<file path="src/ccr_pkg.sv">
// Purpose: Constants for the converter configuration register bank
// Assumes: Byte registers reached over a three-pin serial control port
// Notes: Register table is index based; address, reset and write mask per entry
package ccr_pkg;
   localparam int CCR_ADDR_W = 15;
   localparam int CCR_DATA_W = 8;
   localparam int CCR_NUM_REGS = 13;
   localparam int CCR_IDX_W = 4;

   // ------------------------------------------------------------
   // Register indices
   // ------------------------------------------------------------
   localparam int IDX_FRONTEND = 0;
   localparam int IDX_CAL_EN = 1;
   localparam int IDX_GAIN_LO = 2;
   localparam int IDX_GAIN_MID = 3;
   localparam int IDX_GAIN_HI = 4;
   localparam int IDX_CENTER = 5;
   localparam int IDX_CAP_WAIT = 6;
   localparam int IDX_DIODE_TRIM = 7;
   localparam int IDX_MONITOR = 8;
   localparam int IDX_PLL_RESET = 9;
   localparam int IDX_PREDIV = 10;
   localparam int IDX_PUMP = 11;
   localparam int IDX_PLL_DIV = 12;

   // ------------------------------------------------------------
   // Map: address, reset value, writable bits
   // ------------------------------------------------------------
   localparam logic [14:0] CCR_REG_ADDR [CCR_NUM_REGS] = '{
      15'h0ba2, 15'h0bb3, 15'h0bba, 15'h0bbb, 15'h0bbc, 15'h0bc3, 15'h0bc8,
      15'h0c01, 15'h0c04, 15'h0d02, 15'h0d03, 15'h0d04, 15'h0d09};
   localparam logic [7:0] CCR_REG_RESET [CCR_NUM_REGS] = '{
      8'h00, 8'h00, 8'h00, 8'h00, 8'h00, 8'h00, 8'h7d,
      8'h00, 8'h00, 8'h00, 8'h10, 8'h13, 8'h00};
   localparam logic [7:0] CCR_REG_WMASK [CCR_NUM_REGS] = '{
      8'hff, 8'hff, 8'hff, 8'hff, 8'h3f, 8'hfc, 8'hff,
      8'hff, 8'h0f, 8'h03, 8'h03, 8'hff, 8'hff};

   // ------------------------------------------------------------
   // Field positions
   // ------------------------------------------------------------
   localparam int FORCE_CM_BIT = 7;
   localparam int HIGH_IMP_BIT = 6;
   localparam int TERM_MSB = 5;
   localparam int TERM_LSB = 4;
   localparam int DIG_CLK_EN_BIT = 7;
   localparam int GAIN_HI_MSB = 5;
   localparam int CENTER_MSB = 7;
   localparam int CENTER_LSB = 2;
   localparam int MON_MSB = 3;
   localparam int MON_LSB = 2;
   localparam int CAL_RESET_BIT = 1;
   localparam int PREDIV_MSB = 1;
   localparam int PUMP_MSB = 5;

   // ------------------------------------------------------------
   // Serial frame and timing
   // ------------------------------------------------------------
   localparam logic [4:0] CMD_LAST_BIT = 5'h0f;
   localparam logic [4:0] FRAME_LAST_BIT = 5'h17;
   localparam int CLK_PERIOD_PS = 5000;
   localparam int FS8_PERIOD_PS = 4000;
   localparam int FS8_CYCLES_RAW = FS8_PERIOD_PS / CLK_PERIOD_PS;
   localparam int FS8_CYCLES = (FS8_CYCLES_RAW < 1) ? 1 : FS8_CYCLES_RAW;

   typedef enum logic [1:0] {
      SPI_IDLE = 2'b00,
      SPI_CMD = 2'b01,
      SPI_DATA = 2'b11,
      SPI_DONE = 2'b10
   } ccr_spi_state_e;

   typedef enum logic [1:0] {
      CAP_IDLE = 2'b00,
      CAP_RESET = 2'b01,
      CAP_WAIT = 2'b11
   } ccr_cap_state_e;
endpackage

</file>
<file path="src/ccr_config_regs.sv">
// Purpose: Configuration register bank behind the serial control port
// Assumes: sclk at most clk_i/8; pins are asynchronous to clk_i
// Notes: One byte per frame: R/W bit, 15-bit address, 8 data bits, MSB first
//        A frame cut short by chip select commits nothing
//        Unmapped addresses ignore writes and read as zero
//        Field outputs move one clock after the write commits
`timescale 1ns/10ps
module ccr_config_regs #(
   parameter int FS8_TICK_CYCLES = ccr_pkg::FS8_CYCLES
) (
   input wire logic clk_i,
   input wire logic rst_n_i,
   input wire logic spi_csb_n_i,
   input wire logic spi_sclk_i,
   input wire logic spi_sdio_i,
   output logic spi_sdio_o,
   output logic spi_sdio_oe_o,
   input wire logic cap_measure_start_i,
   output logic common_mode_force_select_o,
   output logic input_high_impedance_o,
   output logic [1:0] termination_select_o,
   output logic adc_digital_clock_enable_o,
   output logic [21:0] gain_constant_o,
   output logic [5:0] center_offset_o,
   output logic [7:0] temp_diode_trim_o,
   output logic [1:0] monitor_source_select_o,
   output logic vco_cal_start_o,
   output logic [1:0] reference_predivide_o,
   output logic [5:0] pump_current_setting_o,
   output logic [7:0] pll_divider_setting_o,
   output logic cap_reset_o,
   output logic cap_ramp_clk_o,
   output logic cap_measure_busy_o
);
   import ccr_pkg::*;

   // ------------------------------------------------------------
   // Address decode
   // ------------------------------------------------------------
   // Returns {hit, index}; shared by write commit and read fetch
   function automatic logic [CCR_IDX_W:0] ccr_decode(input logic [CCR_ADDR_W-1:0] a);
      logic [CCR_IDX_W:0] r;
      r = '0;
      for (int i = 0; i < CCR_NUM_REGS; i++) begin
         if (a == CCR_REG_ADDR[i]) begin
            r = {1'b1, CCR_IDX_W'(i)};
         end
      end
      return r;
   endfunction

   // ------------------------------------------------------------
   // Pin synchronisers
   // ------------------------------------------------------------
   // Third sclk stage only feeds the edge detector, never the logic
   logic csb_s1, csb_s2, sclk_s1, sclk_s2, sclk_s3, sdio_s1, sdio_s2;

   always_ff @(posedge clk_i or negedge rst_n_i) begin
      if (!rst_n_i) begin
         csb_s1 <= 1'b1;
         csb_s2 <= 1'b1;
         sclk_s1 <= 1'b0;
         sclk_s2 <= 1'b0;
         sclk_s3 <= 1'b0;
         sdio_s1 <= 1'b0;
         sdio_s2 <= 1'b0;
      end else begin
         csb_s1 <= spi_csb_n_i;
         csb_s2 <= csb_s1;
         sclk_s1 <= spi_sclk_i;
         sclk_s2 <= sclk_s1;
         sclk_s3 <= sclk_s2;
         sdio_s1 <= spi_sdio_i;
         sdio_s2 <= sdio_s1;
      end
   end

   // ------------------------------------------------------------
   // Serial frame engine
   // ------------------------------------------------------------
   ccr_spi_state_e state, next_state;
   logic [4:0] bit_cnt, next_bit_cnt;
   logic [CCR_ADDR_W-1:0] shift, next_shift;
   logic [CCR_ADDR_W-1:0] addr_q, next_addr_q;
   logic rd_q, next_rd_q;
   logic [7:0] out_shift, next_out_shift;
   logic next_sdio, next_sdio_oe;
   logic wr_en, next_wr_en;
   logic [CCR_IDX_W-1:0] wr_idx, next_wr_idx;
   logic [7:0] wr_data, next_wr_data;
   logic [7:0] regs [CCR_NUM_REGS];
   logic sclk_rise, sclk_fall;
   logic [CCR_IDX_W:0] rd_hit;
   logic [CCR_IDX_W:0] wr_hit;

   // Edge detect and decode feed both the frame engine and the commit
   always_comb begin
      sclk_rise = sclk_s2 & ~sclk_s3;
      sclk_fall = ~sclk_s2 & sclk_s3;
      // Read fetch looks at the address as it stands after this bit
      rd_hit = ccr_decode({shift[CCR_ADDR_W-2:0], sdio_s2});
      wr_hit = ccr_decode(addr_q);
   end

   always_comb begin
      next_state = state;
      next_bit_cnt = bit_cnt;
      next_shift = shift;
      next_addr_q = addr_q;
      next_rd_q = rd_q;
      next_out_shift = out_shift;
      next_sdio = spi_sdio_o;
      next_sdio_oe = spi_sdio_oe_o;
      if (csb_s2) begin
         // Deselect aborts any frame and releases the data pin
         next_state = SPI_IDLE;
         next_sdio_oe = 1'b0;
      end else begin
         unique case (state)
            SPI_IDLE: begin
               next_state = SPI_CMD;
               next_bit_cnt = '0;
            end
            SPI_CMD: begin
               if (sclk_rise) begin
                  next_shift = {shift[CCR_ADDR_W-2:0], sdio_s2};
                  next_bit_cnt = bit_cnt + 5'h01;
                  if (bit_cnt == CMD_LAST_BIT) begin
                     next_state = SPI_DATA;
                     next_rd_q = shift[CCR_ADDR_W-1];
                     next_addr_q = {shift[CCR_ADDR_W-2:0], sdio_s2};
                     if (shift[CCR_ADDR_W-1]) begin
                        // Unmapped addresses read as zero
                        next_out_shift = rd_hit[CCR_IDX_W] ?
                           regs[rd_hit[CCR_IDX_W-1:0]] : 8'h00;
                        next_sdio = next_out_shift[7];
                        next_out_shift = {next_out_shift[6:0], 1'b0};
                        next_sdio_oe = 1'b1;
                     end
                  end
               end
            end
            SPI_DATA: begin
               if (sclk_fall && rd_q) begin
                  next_sdio = out_shift[7];
                  next_out_shift = {out_shift[6:0], 1'b0};
               end
               if (sclk_rise) begin
                  next_shift = {shift[CCR_ADDR_W-2:0], sdio_s2};
                  next_bit_cnt = bit_cnt + 5'h01;
                  if (bit_cnt == FRAME_LAST_BIT) begin
                     next_state = SPI_DONE;
                     next_sdio_oe = 1'b0;
                  end
               end
            end
            SPI_DONE: next_state = SPI_DONE;
         endcase
      end
   end

   always_ff @(posedge clk_i or negedge rst_n_i) begin
      if (!rst_n_i) begin
         state <= SPI_IDLE;
         bit_cnt <= '0;
         shift <= '0;
         addr_q <= '0;
         rd_q <= 1'b0;
         out_shift <= '0;
         spi_sdio_o <= 1'b0;
         spi_sdio_oe_o <= 1'b0;
      end else begin
         state <= next_state;
         bit_cnt <= next_bit_cnt;
         shift <= next_shift;
         addr_q <= next_addr_q;
         rd_q <= next_rd_q;
         out_shift <= next_out_shift;
         spi_sdio_o <= next_sdio;
         spi_sdio_oe_o <= next_sdio_oe;
      end
   end

   // ------------------------------------------------------------
   // Write commit
   // ------------------------------------------------------------
   // Commit only on the last data bit; a cut frame never gets here
   always_comb begin
      next_wr_en = 1'b0;
      next_wr_idx = wr_idx;
      next_wr_data = wr_data;
      if (!csb_s2 && state == SPI_DATA && sclk_rise && bit_cnt == FRAME_LAST_BIT) begin
         next_wr_en = ~rd_q & wr_hit[CCR_IDX_W];
         next_wr_idx = wr_hit[CCR_IDX_W-1:0];
         next_wr_data = {shift[6:0], sdio_s2};
      end
   end

   always_ff @(posedge clk_i or negedge rst_n_i) begin
      if (!rst_n_i) begin
         wr_en <= 1'b0;
         wr_idx <= '0;
         wr_data <= '0;
      end else begin
         wr_en <= next_wr_en;
         wr_idx <= next_wr_idx;
         wr_data <= next_wr_data;
      end
   end

   // ------------------------------------------------------------
   // Register store
   // ------------------------------------------------------------
   logic [7:0] next_regs [CCR_NUM_REGS];

   always_comb begin
      for (int i = 0; i < CCR_NUM_REGS; i++) begin
         next_regs[i] = regs[i];
      end
      if (wr_en) begin
         // Read-only bits keep their reset value
         next_regs[wr_idx] = (wr_data & CCR_REG_WMASK[wr_idx]) |
            (CCR_REG_RESET[wr_idx] & ~CCR_REG_WMASK[wr_idx]);
      end
   end

   always_ff @(posedge clk_i or negedge rst_n_i) begin
      if (!rst_n_i) begin
         for (int i = 0; i < CCR_NUM_REGS; i++) begin
            regs[i] <= CCR_REG_RESET[i];
         end
      end else begin
         for (int i = 0; i < CCR_NUM_REGS; i++) begin
            regs[i] <= next_regs[i];
         end
      end
   end

   // ------------------------------------------------------------
   // Field outputs
   // ------------------------------------------------------------
   logic cal_bit_q, next_vco_cal_start;

   assign common_mode_force_select_o = regs[IDX_FRONTEND][FORCE_CM_BIT];
   assign input_high_impedance_o = regs[IDX_FRONTEND][HIGH_IMP_BIT];
   assign termination_select_o = regs[IDX_FRONTEND][TERM_MSB:TERM_LSB];
   assign adc_digital_clock_enable_o = regs[IDX_CAL_EN][DIG_CLK_EN_BIT];
   assign gain_constant_o = {regs[IDX_GAIN_HI][GAIN_HI_MSB:0],
      regs[IDX_GAIN_MID], regs[IDX_GAIN_LO]};
   assign center_offset_o = regs[IDX_CENTER][CENTER_MSB:CENTER_LSB];
   assign temp_diode_trim_o = regs[IDX_DIODE_TRIM];
   assign monitor_source_select_o = regs[IDX_MONITOR][MON_MSB:MON_LSB];
   assign reference_predivide_o = regs[IDX_PREDIV][PREDIV_MSB:0];
   assign pump_current_setting_o = regs[IDX_PUMP][PUMP_MSB:0];
   assign pll_divider_setting_o = regs[IDX_PLL_DIV];

   // ------------------------------------------------------------
   // Calibration start
   // ------------------------------------------------------------
   // Edge taken on the stored bit, so rewriting a 1 starts nothing
   always_comb begin
      next_vco_cal_start = regs[IDX_PLL_RESET][CAL_RESET_BIT] & ~cal_bit_q;
   end

   always_ff @(posedge clk_i or negedge rst_n_i) begin
      if (!rst_n_i) begin
         cal_bit_q <= 1'b0;
         vco_cal_start_o <= 1'b0;
      end else begin
         cal_bit_q <= regs[IDX_PLL_RESET][CAL_RESET_BIT];
         vco_cal_start_o <= next_vco_cal_start;
      end
   end

   // ------------------------------------------------------------
   // Capacitor measurement timing
   // ------------------------------------------------------------
   // Timer latches the count at start, so a later write cannot stretch a run
   ccr_cap_timer #(
      .WAIT_W(CCR_DATA_W),
      .TICK_CYCLES(FS8_TICK_CYCLES)
   ) u_cap_timer (
      .clk_i(clk_i),
      .rst_n_i(rst_n_i),
      .start_i(cap_measure_start_i),
      .wait_count_i(regs[IDX_CAP_WAIT]),
      .cap_reset_o(cap_reset_o),
      .cap_ramp_clk_o(cap_ramp_clk_o),
      .busy_o(cap_measure_busy_o)
   );
endmodule // ccr_config_regs

</file>
<file path="src/ccr_cap_timer.sv">
// Purpose: Capacitor measurement reset and ramp clock sequencer
// Assumes: One fs/8 period is TICK_CYCLES clk_i cycles
// Notes: Ramp clock falls exactly wait_count ticks after reset falls, one tick for a zero count
`timescale 1ns/10ps
module ccr_cap_timer #(
   parameter int WAIT_W = 8,
   parameter int TICK_CYCLES = 1
) (
   input wire logic clk_i,
   input wire logic rst_n_i,
   input wire logic start_i,
   input wire logic [WAIT_W-1:0] wait_count_i,
   output logic cap_reset_o,
   output logic cap_ramp_clk_o,
   output logic busy_o
);
   import ccr_pkg::*;

   localparam int TICK_W = (TICK_CYCLES < 2) ? 1 : $clog2(TICK_CYCLES);
   localparam logic [TICK_W-1:0] TICK_LAST = TICK_W'(TICK_CYCLES - 1);

   ccr_cap_state_e state, next_state;
   logic [TICK_W-1:0] tick_cnt, next_tick_cnt;
   logic [WAIT_W-1:0] period_cnt, next_period_cnt;
   logic [WAIT_W-1:0] wait_q, next_wait_q;
   logic next_cap_reset, next_cap_ramp_clk, next_busy;
   logic tick;

   // ------------------------------------------------------------
   // Sequencer
   // ------------------------------------------------------------
   always_comb begin
      next_state = state;
      next_wait_q = wait_q;
      next_period_cnt = period_cnt;
      tick = (tick_cnt == TICK_LAST);
      next_tick_cnt = tick ? '0 : tick_cnt + TICK_W'(1);
      unique case (state)
         CAP_IDLE: begin
            next_tick_cnt = '0;
            if (start_i) begin
               next_state = CAP_RESET;
               next_wait_q = wait_count_i;
            end
         end
         CAP_RESET: begin
            if (tick) begin
               next_state = CAP_WAIT;
               next_period_cnt = '0;
            end
         end
         CAP_WAIT: begin
            if (tick) begin
               next_period_cnt = period_cnt + WAIT_W'(1);
               // Zero count is outside the legal range; end at the first tick
               if (next_period_cnt >= wait_q) begin
                  next_state = CAP_IDLE;
               end
            end
         end
         default: next_state = CAP_IDLE;
      endcase
      next_cap_reset = (next_state == CAP_RESET);
      next_cap_ramp_clk = (next_state != CAP_IDLE);
      next_busy = (next_state != CAP_IDLE);
   end

   always_ff @(posedge clk_i or negedge rst_n_i) begin
      if (!rst_n_i) begin
         state <= CAP_IDLE;
         tick_cnt <= '0;
         period_cnt <= '0;
         wait_q <= '0;
         cap_reset_o <= 1'b0;
         cap_ramp_clk_o <= 1'b0;
         busy_o <= 1'b0;
      end else begin
         state <= next_state;
         tick_cnt <= next_tick_cnt;
         period_cnt <= next_period_cnt;
         wait_q <= next_wait_q;
         cap_reset_o <= next_cap_reset;
         cap_ramp_clk_o <= next_cap_ramp_clk;
         busy_o <= next_busy;
      end
   end
endmodule // ccr_cap_timer

</file>
<file path="config.mk">
export PLATFORM = sky130hd
export DESIGN_NAME = ccr_config_regs
export DESIGN_NICKNAME = d
export VERILOG_FILES = /design/src/ccr_pkg.sv /design/src/ccr_config_regs.sv /design/src/ccr_cap_timer.sv
export SDC_FILE = /design/constraint.sdc
export NUM_CORES = 1
export LEC_CHECK = 0
export ABC_AREA = 0
export BUFFER_PORTS_ARGS = -buffer_cell sky130_fd_sc_hd__buf_2
export CORE_UTILIZATION = 60
export DETAILED_ROUTE_END_ITERATION = 10
export GPL_TIMING_DRIVEN = 0
export HOLD_SLACK_MARGIN = 0.15
export PLACE_DENSITY = 0.79
export SETUP_SLACK_MARGIN = 0.1
export SYNTH_ARGS = -nofsm -noshare
export SYNTH_HDL_FRONTEND = slang
export SYNTH_SLANG_ARGS = --single-unit
</file>
<file path="constraint.sdc">
create_clock -name clk_i -period 4.2 [get_ports clk_i]
set_input_delay 0.42 -clock clk_i [delete_from_list [all_inputs] [get_ports clk_i]]
set_output_delay 0.42 -clock clk_i [all_outputs]
set_load 0.02 [all_outputs]
</file>
==> results.md, run 1 <==
- Ys Warns: 0
- Full die area: 16,970 um^2
- Post-synth EDFFs: 0
- Hold_ws: ~0.36 ns
- CP required: about 4.5 ns
- Mapped Cells: ~1,000
- Critical Path Source: bit_cnt[0]
- VDD IR max: slightly above 0.0003 V
- Multi-input logic area: about 4200 um^2
- Distinct cells, synth: 66
- R2r setup slk: slightly above 0.7 ns
- Hold Vio Cnt, Final: 0
- Post-synthesis async set-or-reset flop share: 1.000
- Clk_lat worst skew: approximately 0.45 ns
- DRT Pass-1 Iters: 5
- Post-route minimum period: between 3 and 4 ns
- Fin crit share: 0.8317
- Fmax: around 290 MHz
- Outcome: completed
- Post-Syn Area: slightly below 10,000 um^2
- Path depth of the worst reg2reg path: 12
- Synthesized flop and latch total: approximately 190
- Core area: roughly 16,000 um^2
- Layout cells sized above 1: 0.2204
- First-pass GRT wire length: 38,190 um
- Layout area overhead: 13.24%
- Initial antenna violation count: 0
- PD cells: 363.5 nW/um^2
- Buffers on Ports: 70
- Worst-path clk slew: 0.07 ns
- Slew margin rel.: 0.2238
- LEAKAGE: ~5.3 nW
- Crit path capture type: flip-flop
- Post-DP HPWL: 17,400 um
- RSZ-0062 raised after global routing: no
- Hold path depth: 0
- Worst Hold Class: reg -> reg
- Fin nets: between 1,000 and 1,500
- Worst setup SP type: flip-flop
- Yosys top cell by area: dfrtp_1
- WS Path Type: reg -> reg
- Vias: between 7,000 and 8,000
- Syn Area/Cell: 9.785 um^2
- GR Util All Layers: 0.3023
- Row Count: 46
- Largest net degree at the start of global routing: 115
- Sequential area share after synthesis: 0.4907
- Diode count: 0
- Number of global-route vias before repair: 7,092
- CTS tree: built
- Register area: approximately 4800 um^2
- Fin cells: around 1,300
- Final Slew Violations: 0
- Drc violations: 0
- CP Data Arrival Time: roughly 3.8 ns
- FF-to-FF Start: bit_cnt[0]
- Mapped Nets: 1,030
- RePlAce Congestion: just over 0.9
- Vias per cell: about 6
- Final Skew: 0.008678 ns
- CTS sink count: around 190
- DIE WIDTH: 130.3 um
- Detailed Route Iter0 Violations: 711
- CP max FO: 10
- Main area contributors after synthesis: dfrtp_1 46%, o21ai_0 6.8%, nand2_1 6.7%
- CTS buffer count: 17
- Top cell type's share of synthesized area: 0.4588
- Routed len/inst: between 15 and 20 um
- H-tree Lvls: 4
- Grt ovf: 0
- IO Count: 71
- Max Cap Violations: 0
- Filler cells: around 1,300
- Starting Density: 0.6171
- Post-cts gate resize count: 0
- CTS max path bufs: 2
- Reg2reg end: out_shift[5]
- Final antenna-violating net count: 0
- Hold Crit Endpoint: sdio_s2
- Root buffer cell: clkbuf_16
- Final Util: 0.6988
- Worst slew pin tran: about 1.2 ns
- Dpl cells: ~1,300
- HP Start: sdio_s1
- Post-synth top flop: dfrtp_1
- Drt total wl: 24,390 um
- Die span in y: approximately 130 um
- Setup violations, final: 0
-- state kept, by name (all words and copies together), names as in the netlist, 2 cells and up --
| signal | count |
|---|---|
| regs | 45 |
| gain_constant_o | 22 |
| addr_q | 15 |
| shift | 15 |
| pll_divider_setting_o | 8 |
| temp_diode_trim_o | 8 |
| u_cap_timer.period_cnt | 8 |
| u_cap_timer.wait_q | 8 |
| wr_data | 8 |
| out_shift | 7 |
| center_offset_o | 6 |
| pump_current_setting_o | 6 |
| bit_cnt | 5 |
| wr_idx | 4 |
| monitor_source_select_o | 2 |
| reference_predivide_o | 2 |
| state | 2 |
| termination_select_o | 2 |
| u_cap_timer.state | 2 |
-- how the worst max path moves through the flow --
| stage | slack [ns] | depth (start not counted) | end |
|---|---|---|---|
| 2_1_floorplan | 1.31 | 9 | out_shift[6] |
| 3_3_place_gp | -0.39 | 1 | sdio_s1 |
| 3_5_place_dp | 0.85 | 12 | out_shift[4] |
| 4_1_cts | 0.81 | 12 | out_shift[4] |
| 5_1_grt | 0.63 | 12 | out_shift[5] |
| 6_report | 0.71 | 12 | out_shift[5] |
-- synth_stat cells (15+ instances only) --
cell type	n
ha_1	15
a21oi_1	17
nor2_1	28
nand3_1	32
buf_4	58
clkbuf_1	49
mux2_2	30
o21ai_0	134
dfrtp_1	181
mux2i_1	40
nand2_1	176
inv_1	26
-- logic make-up (layout without fill, tap and decap cells) --
group,Yosys count,in the layout,synth area share
AO/OA/AOI/OAI,253,253,0.1663
XOR/XNOR,9,9,0.007983
adder cells (fa/ha/maj),15,15,0.01901
multiplexers,71,71,0.07591
AND/OR/NAND/NOR,321,321,0.1557
buffers and inverters,147,254,0.08440
flip-flops,193,193,0.4907
-- placed cells by master, fill, tap and decap left out, types with 11 or more instances in the layout --
master and instances:
dfrtp_1 181, nor3b_1 11, clkbuf_16 17, mux2i_1 40, ha_1 15, o21ai_0 134
dfstp_2 12, a31oi_1 13, clkbuf_1 49, buf_4 58, nor2_1 28, inv_1 26
mux2_2 30, buf_2 72, nand2_1 176, nand3_1 32, a21oi_1 17
-- repair_timing --
item                      4_1_cts  5_1_grt
hold buffers                    4        0
hold endpoints to repair       76        0
setup buffers                   0        0
-- routing by layer --
layer  routed length (um)  global-route usage  vias up
met2                11670              0.4772      253
met4                  680              0.1156        0
met1                10610              0.4162     3844
li1                     -                   -     3706
met5                    0                   0        -
met3                 1431             0.05535       50
-- worst max-delay path: stages, from the launching register on --
cell and delay (ns):
dfrtp_1 0.43, ha_1 0.24, and3_1 0.19, ha_1 0.20
nor2b_1 0.15, and3_1 0.21, clkbuf_1 0.22, or2_2 0.39
clkbuf_1 0.23, a311oi_1 0.49, o221ai_1 0.19, a31oi_1 0.34
a211oi_1 0.08
-- metrics by stage --
step	power, mW	worst slack, ns	cell area, um^2	TNS [ns]
finish	4.064	0.7070	11180	0
floorplan	2.283	1.305	9873	0
global placement	2.406	-0.3893	10490	-67.76
detailed placement	2.419	0.8474	10530	0
global route	4.219	0.6342	11180	0
CTS	4.072	0.8126	11180	0
-- where the power goes --
group	internal [mW]	total, mW	switching [mW]
clock network	0.915	1.68	0.763
registers	1.92	1.97	0.0472
logic	0.158	0.417	0.259
-- cell type report --
cell class / instances / area share
plain buffers: 121 / 0.06580
clock buffers: 18 / 0.03928
clock inverters: 14 / 0.01522
inverters: 26 / 0.008729
multi-input cells: 669 / 0.3752
flip-flops and latches: 193 / 0.4333
well taps: 216 / 0.02417
repair buffers: 75 / 0.03827
No activity file was read; power rests on OpenSTA's default activity.
==> run 2, diff against run 1 <==
==> constraint.sdc (replaced) <==
create_clock -name clk_i -period 3.6 [get_ports clk_i]
set_input_delay 0.36 -clock clk_i [delete_from_list [all_inputs] [get_ports clk_i]]
set_output_delay 0.36 -clock clk_i [all_outputs]
set_load 0.02 [all_outputs]
==> results.md, run 2 (synthesis results as in run 1) <==
- Outcome: completed
- Fin cells: 1,332 (unchanged)
- CTS max path bufs: 2 (unchanged)
- Max Cap Violations: 0 (unchanged)
- Layout cells sized above 1: 0.2222 (+0.001792)
- Setup violations, final: 0 (unchanged)
- PD cells: 422.9 nW/um^2 (+16%)
- Die span in y: 130.3 um (unchanged)
- CP max FO: 10 (unchanged)
- Root buffer cell: clkbuf_16
- Hold_ws: 0.3559 ns (-0.000003000 ns)
- DIE WIDTH: 130.3 um (unchanged)
- Worst setup SP type: flip-flop
- LEAKAGE: 5.335 nW (about the same)
- First-pass GRT wire length: 38,190 um (unchanged)
- Fmax: 294.0 MHz (+2.7%)
- Detailed Route Iter0 Violations: 669 (-5.9%)
- Worst Hold Class: reg -> reg
- RePlAce Congestion: 0.9102 (unchanged)
- CTS sink count: 193 (unchanged)
- Commonest non-fill, non-tap cell in the layout: dfrtp_1
- Hold Vio Cnt, Final: 0 (unchanged)
- Met2 usage: 0.4772 (unchanged)
- CP Cell Sequence: ha_1 > and3_1 > ha_1 > nor2b_1 > and3_1 > clkbuf_1 > or2_2 > clkbuf_1 > a311oi_2 > o221ai_1 > a31oi_1 > a211oi_2
- CTS buffer count: 17 (unchanged)
- Slowest Stage Delay on Critical Path: 0.43 ns (-0.06 ns)
- Reg2reg end: out_shift[4]
- Clk_lat worst skew: 0.44 ns (about the same)
- Hold path depth: 0 (unchanged)
- Dpl cells: 1,296 (unchanged)
- Register area: 4845 um^2 (unchanged)
- Core area: 16,000 um^2 (unchanged)
- VDD IR max: 0.0003619 V (+17%)
- Buffers on Ports: 70 (unchanged)
- Vias: 7,860 (+0.089%)
- Fin nets: 1,124 (unchanged)
- Multi-input logic area: 4208 um^2 (+0.30%)
- Final antenna-violating net count: 0 (unchanged)
- HP Start: sdio_s1
- Fin crit share: 0.9449 (+0.1132)
- CTS tree: built
- Post-DP HPWL: 17,400 um (unchanged)
- FF-to-FF Start: bit_cnt[0]
- Full die area: 16,970 um^2 (unchanged)
- Hold Crit Endpoint: sdio_s2
- DRT Pass-1 Iters: 5 (unchanged)
- Most frequent cells in the layout: 181 x dfrtp_1, 176 x nand2_1, 134 x o21ai_0
- Slew margin rel.: 0.2277 (+0.003948)
- Diode count: 0 (unchanged)
- Grt ovf: 0 (unchanged)
- Routed len/inst: 18.28 um (-0.15%)
- Path depth of the worst reg2reg path: 12 (unchanged)
- Crit path capture type: flip-flop
- Starting Density: 0.6171 (unchanged)
- Number of global-route vias before repair: 7,092 (unchanged)
- Post-CTS Repair Setup Buffers: 0 (unchanged)
- RSZ-0062 raised after global routing: yes
- Largest net degree at the start of global routing: 115 (unchanged)
- Global route hottest layer: met2
- R2r setup slk: 0.20 ns (-0.51 ns)
- CP Data Arrival Time: 3.71 ns (-0.10 ns)
- CP required: 3.91 ns (-0.60 ns)
- Max FFs per register: 45 (unchanged)
- Post-route minimum period: 3.401 ns (-0.09149 ns)
- GR Util All Layers: 0.3023 (unchanged)
- Row Count: 46 (unchanged)
- Vias per cell: 5.901 (about the same)
- Drc violations: 0 (unchanged)
- CP max-delay cell: dfrtp_1
- Worst slew pin tran: 1.150 ns (-0.005878 ns)
- Grt met3 use: 0.05535 (unchanged)
- Drt total wl: 24,350 um (-0.15%)
- Initial antenna violation count: 0 (unchanged)
- Filler cells: 1,304 (-0.15%)
- Layout area overhead: 13.37%
- H-tree Lvls: 4 (unchanged)
- Final Slew Violations: 0 (unchanged)
- WS Path Type: reg -> reg
- Met1 Use GR: 0.4162 (unchanged)
- Final Skew: 0.01065 ns (+0.001976 ns)
- IO Count: 71 (unchanged)
- Worst-path clk slew: 0.07 ns (about the same)
- Most flops, register: regs
-- run 2: cell counts in the layout (fill, tap and decap cells not counted) --
No cell type changed its count.
-- run 2: worst max path at each step --
stage | from | to | slack (ns) | cells past startpoint
6_report | bit_cnt[0] | out_shift[4] | 0.20 | 12
4_1_cts | bit_cnt[0] | out_shift[4] | 0.21 | 12
3_3_place_gp | rst_n_i | sdio_s1 | -0.93 | 1
5_1_grt | bit_cnt[0] | out_shift[3] | 0.11 | 12
3_5_place_dp | bit_cnt[0] | out_shift[4] | 0.25 | 12
2_1_floorplan | shift[12] | out_shift[6] | 0.71 | 9
-- run 2: power by group --
part           switching [mW]  internal, mW
Clock                   0.883          1.07
Combinational           0.303         0.184
Sequential             0.0543          2.24
-- run 2: final cells by class --
cell class,instances,share of cell area
timing repair buffer,75,0.03823
sequential,193,0.4328
clock buffer,18,0.03924
buffer,121,0.06573
inverter,26,0.008719
clock inverter,14,0.01520
tap,216,0.02414
multi-input combinational,669,0.3759
-- run 2: routing by layer --
metal | up-vias | wire length [um]
li1 | 3704 | -
met1 | 3849 | 10600
met2 | 252 | 11730
met3 | 55 | 1340
met4 | 0 | 686
met5 | - | 0
-- run 2: repair_timing --
action / CTS / global route
gates resized for setup: 0 / 2
endpoints found under the hold margin: 76 / 0
setup endpoints to repair: 0 / 2
hold buffers: 4 / 0
-- run 2: critical path: cells and delay by family (launching register included) --
family	cells	cell delay (ns)
AOI/OAI and AO/OA	4	1.00
adders and majority gates	2	0.44
buffers and inverters	2	0.47
DFF	1	0.43
and+or+nand+nor	4	0.95
-- run 2: metrics by stage --
step / cell area [um^2] / setup slack (ns) / power [mW] / TNS [ns] / utilization
after global routing: 11190 / 0.1058 / 4.922 / 0 / 0.6996
after CTS: 11180 / 0.2126 / 4.751 / 0 / 0.6988
final: 11190 / 0.1985 / 4.734 / 0 / 0.6996
after detailed placement: 10530 / 0.2474 / 2.822 / 0 / 0.6582
after global placement: 10490 / -0.9293 / 2.807 / -165.50 / 0.6558
after floorplan: 9873 / 0.7052 / 2.664 / 0 / -
==> run 3, diff against run 2 <==
--- a/config.mk
+++ b/config.mk
@@ -7,11 +7,11 @@
 export LEC_CHECK = 0
 export ABC_AREA = 0
 export BUFFER_PORTS_ARGS = -buffer_cell sky130_fd_sc_hd__buf_2
-export CORE_UTILIZATION = 60
+export CORE_UTILIZATION = 55
 export DETAILED_ROUTE_END_ITERATION = 10
 export GPL_TIMING_DRIVEN = 0
 export HOLD_SLACK_MARGIN = 0.15
-export PLACE_DENSITY = 0.79
+export PLACE_DENSITY = 0.77
 export SETUP_SLACK_MARGIN = 0.1
 export SYNTH_ARGS = -nofsm -noshare
 export SYNTH_HDL_FRONTEND = slang
==> constraint.sdc (replaced) <==
create_clock -name clk_i -period 2.8 [get_ports clk_i]
set_input_delay 0.28 -clock clk_i [delete_from_list [all_inputs] [get_ports clk_i]]
set_output_delay 0.28 -clock clk_i [all_outputs]
set_load 0.02 [all_outputs]
==> results.md, run 3 (synthesis results as in run 1) <==
- Global route hottest layer: met2
- Starting Density: 0.5669 (-0.05018)
- Hold Vio Cnt, Final: 0 (unchanged)
- Hold Crit Endpoint: u_cap_timer.state[0]
- CP max-delay cell: or4b_4
- PD cells: 523.2 nW/um^2 (+24%)
- IO Count: 71 (unchanged)
- R2r setup slk: -0.13 ns (-0.33 ns)
- Max Cap Violations: 0 (unchanged)
- Largest net degree at the start of global routing: 111 (-3.5%)
- Vias: 8,080 (+2.8%)
- VDD IR max: 0.0005035 V (+39%)
- Grt met3 use: 0.05630 (+0.0009507)
- Grt ovf: 0 (unchanged)
- Worst Hold Class: in -> reg
- Most flops, register: regs
- Number of global-route vias before repair: 7,500 (+5.8%)
- Worst setup margin: -0.1321 ns (-0.3307 ns)
- Outcome: finished with violations
- Full die area: 18,490 um^2 (+8.9%)
- GR Util All Layers: 0.2919 (-0.01037)
- Row Count: 48 (+4.3%)
- Dpl cells: 1,305 (+0.69%)
- FF-to-FF Start: shift[8]
- Initial antenna violation count: 0 (unchanged)
- DIE WIDTH: 136.0 um (+4.4%)
- Hold path depth: 4 (+4)
- Fin cells: 1,360 (+2.1%)
- Slew margin rel.: 0.4961 (+0.2683)
- Diode count: 0 (unchanged)
- Slowest Stage Delay on Critical Path: 0.56 ns (+0.13 ns)
- RSZ-0062 raised after global routing: yes
- Detailed Route Iter0 Violations: 643 (-3.9%)
- Drc violations: 0 (unchanged)
- Final Slew Violations: 0 (unchanged)
- Worst-path clk slew: 0.07 ns (about the same)
- Failing checks: negative setup slack
- CP Cell Sequence: or4b_4 > or4_4 > o22a_1 > buf_6 > and2_4 > buf_8 > mux2i_1 > a221o_1 > a211oi_2
- Worst setup SP type: flip-flop
- CP required: 3.15 ns (-0.76 ns)
- CTS sink count: 193 (unchanged)
- Die span in y: 136.0 um (+4.4%)
- Layout cells sized above 1: 0.2828 (+0.06060)
- Reg2reg end: out_shift[7]
- DRT Pass-1 Iters: 5 (unchanged)
- Core area: 17,420 um^2 (+8.9%)
- CTS tree: built
- H-tree Lvls: 4 (unchanged)
- Post-route minimum period: 2.932 ns (-0.4693 ns)
- Setup WS pre-CTS: -0.6022 ns (-0.8496 ns)
- Most frequent cells in the layout: 175 x nand2_1, 175 x dfrtp_1, 134 x o21ai_0
- RePlAce Congestion: 0.9313 (+2.3%)
- Final antenna-violating net count: 0 (unchanged)
- First-pass GRT wire length: 40,910 um (+7.1%)
- Layout area overhead: 19.83%
- Worst slew pin tran: 0.7559 ns (-0.3936 ns)
- Fin crit share: 1.047 (+0.1023)
- Setup violations, final: 8 (+8)
- CTS max path bufs: 2 (unchanged)
- Met1 Use GR: 0.3935 (-0.02267)
- WS Path Type: reg -> reg
- CP Data Arrival Time: 3.28 ns (-0.43 ns)
- Fmax: 341.0 MHz (+16%)
- Crit path capture type: flip-flop
- Fin nets: 1,143 (+1.7%)
- Fin area: 11,830 um^2 (+5.7%)
- Max FFs per register: 45 (unchanged)
- Routed len/inst: 19.26 um (+5.3%)
- Drt total wl: 26,190 um (+7.5%)
- Clk_lat worst skew: 0.44 ns (about the same)
- CTS buffer count: 17 (unchanged)
- HP Start: cap_measure_start_i
- LEAKAGE: 5.523 nW (+3.5%)
- Root buffer cell: clkbuf_16
- Met2 usage: 0.4592 (-0.01798)
- Final Skew: 0.007661 ns (-0.002994 ns)
- Path depth of the worst reg2reg path: 9 (-3)
- CP max FO: 7 (-3)
- Buffers on Ports: 70 (unchanged)
- Vias per cell: 5.941 (+0.68%)
- Dpl cell area: 10,550 um^2 (+0.20%)
- Post-DP HPWL: 17,740 um (+2.0%)
[run 3: worst max path at each step]
stage,start,to,slack [ns],cells after the start
after floorplan,shift[13],out_shift[7],-0.06,10
after global placement,rst_n_i,pump_current_setting_o[3],-1.72,1
after detailed placement,bit_cnt[0],out_shift[4],-0.60,12
after CTS,shift[8],out_shift[7],-0.12,9
after global routing,shift[5],out_shift[5],-0.18,9
final,shift[8],out_shift[7],-0.13,9
[run 3: final cells by class]
class                      count  area [um^2]
buffer                       116        762.0
multi-input combinational    669         4588
inverter                      26        97.59
fill                        1321         5585
clock inverter                12        153.9
sequential                   193         4852
tap                          225        281.5
clock buffer                  20        466.7
timing repair buffer          99        629.4
[run 3: repair_timing]
| item | CTS | global route |
|---|---|---|
| pin swaps | 18 | 6 |
| setup endpoints to repair | 8 | 10 |
| hold endpoints to repair | 78 | 0 |
| resized for setup | 64 | 33 |
| gates cloned | 1 | 0 |
| hold buffers | 4 | 0 |
| buffers inserted | 19 | 4 |
[run 3: per-layer routing]
layer  up-vias  wire length (um)
met5         -                 0
met4         0              1012
met3        65              1705
met2       310             12430
met1      3972             11040
li1       3733                 -
[run 3: report_power, final]
part	internal, mW	leakage (nW)	switching [mW]	total (mW)
clock network	1.48	0.311	1.10	2.58
logic	0.250	2.60	0.396	0.647
registers	2.88	2.61	0.0791	2.96
total	4.62	5.52	1.57	6.19
[run 3: through the flow]
stage | setup TNS, ns | util | power [mW] | hold WS (ns)
2_1_floorplan | -0.1415 | - | 3.426 | -0.01559
3_3_place_gp | -318.13 | 0.6037 | 3.612 | 0.3353
3_5_place_dp | -3.432 | 0.6059 | 3.636 | 0.3189
4_1_cts | -0.3751 | 0.6683 | 6.201 | 0.3504
5_1_grt | -1.189 | 0.6793 | 6.401 | 0.3595
6_report | -0.6545 | 0.6793 | 6.190 | 0.3505
[run 3: critical path: cells and delay by family (launching register included)]
kind | cells | cell delay [ns]
mux | 1 | 0.13
flops | 1 | 0.40
compound gates | 3 | 0.82
simple gates | 3 | 1.22
buf+inv | 2 | 0.27
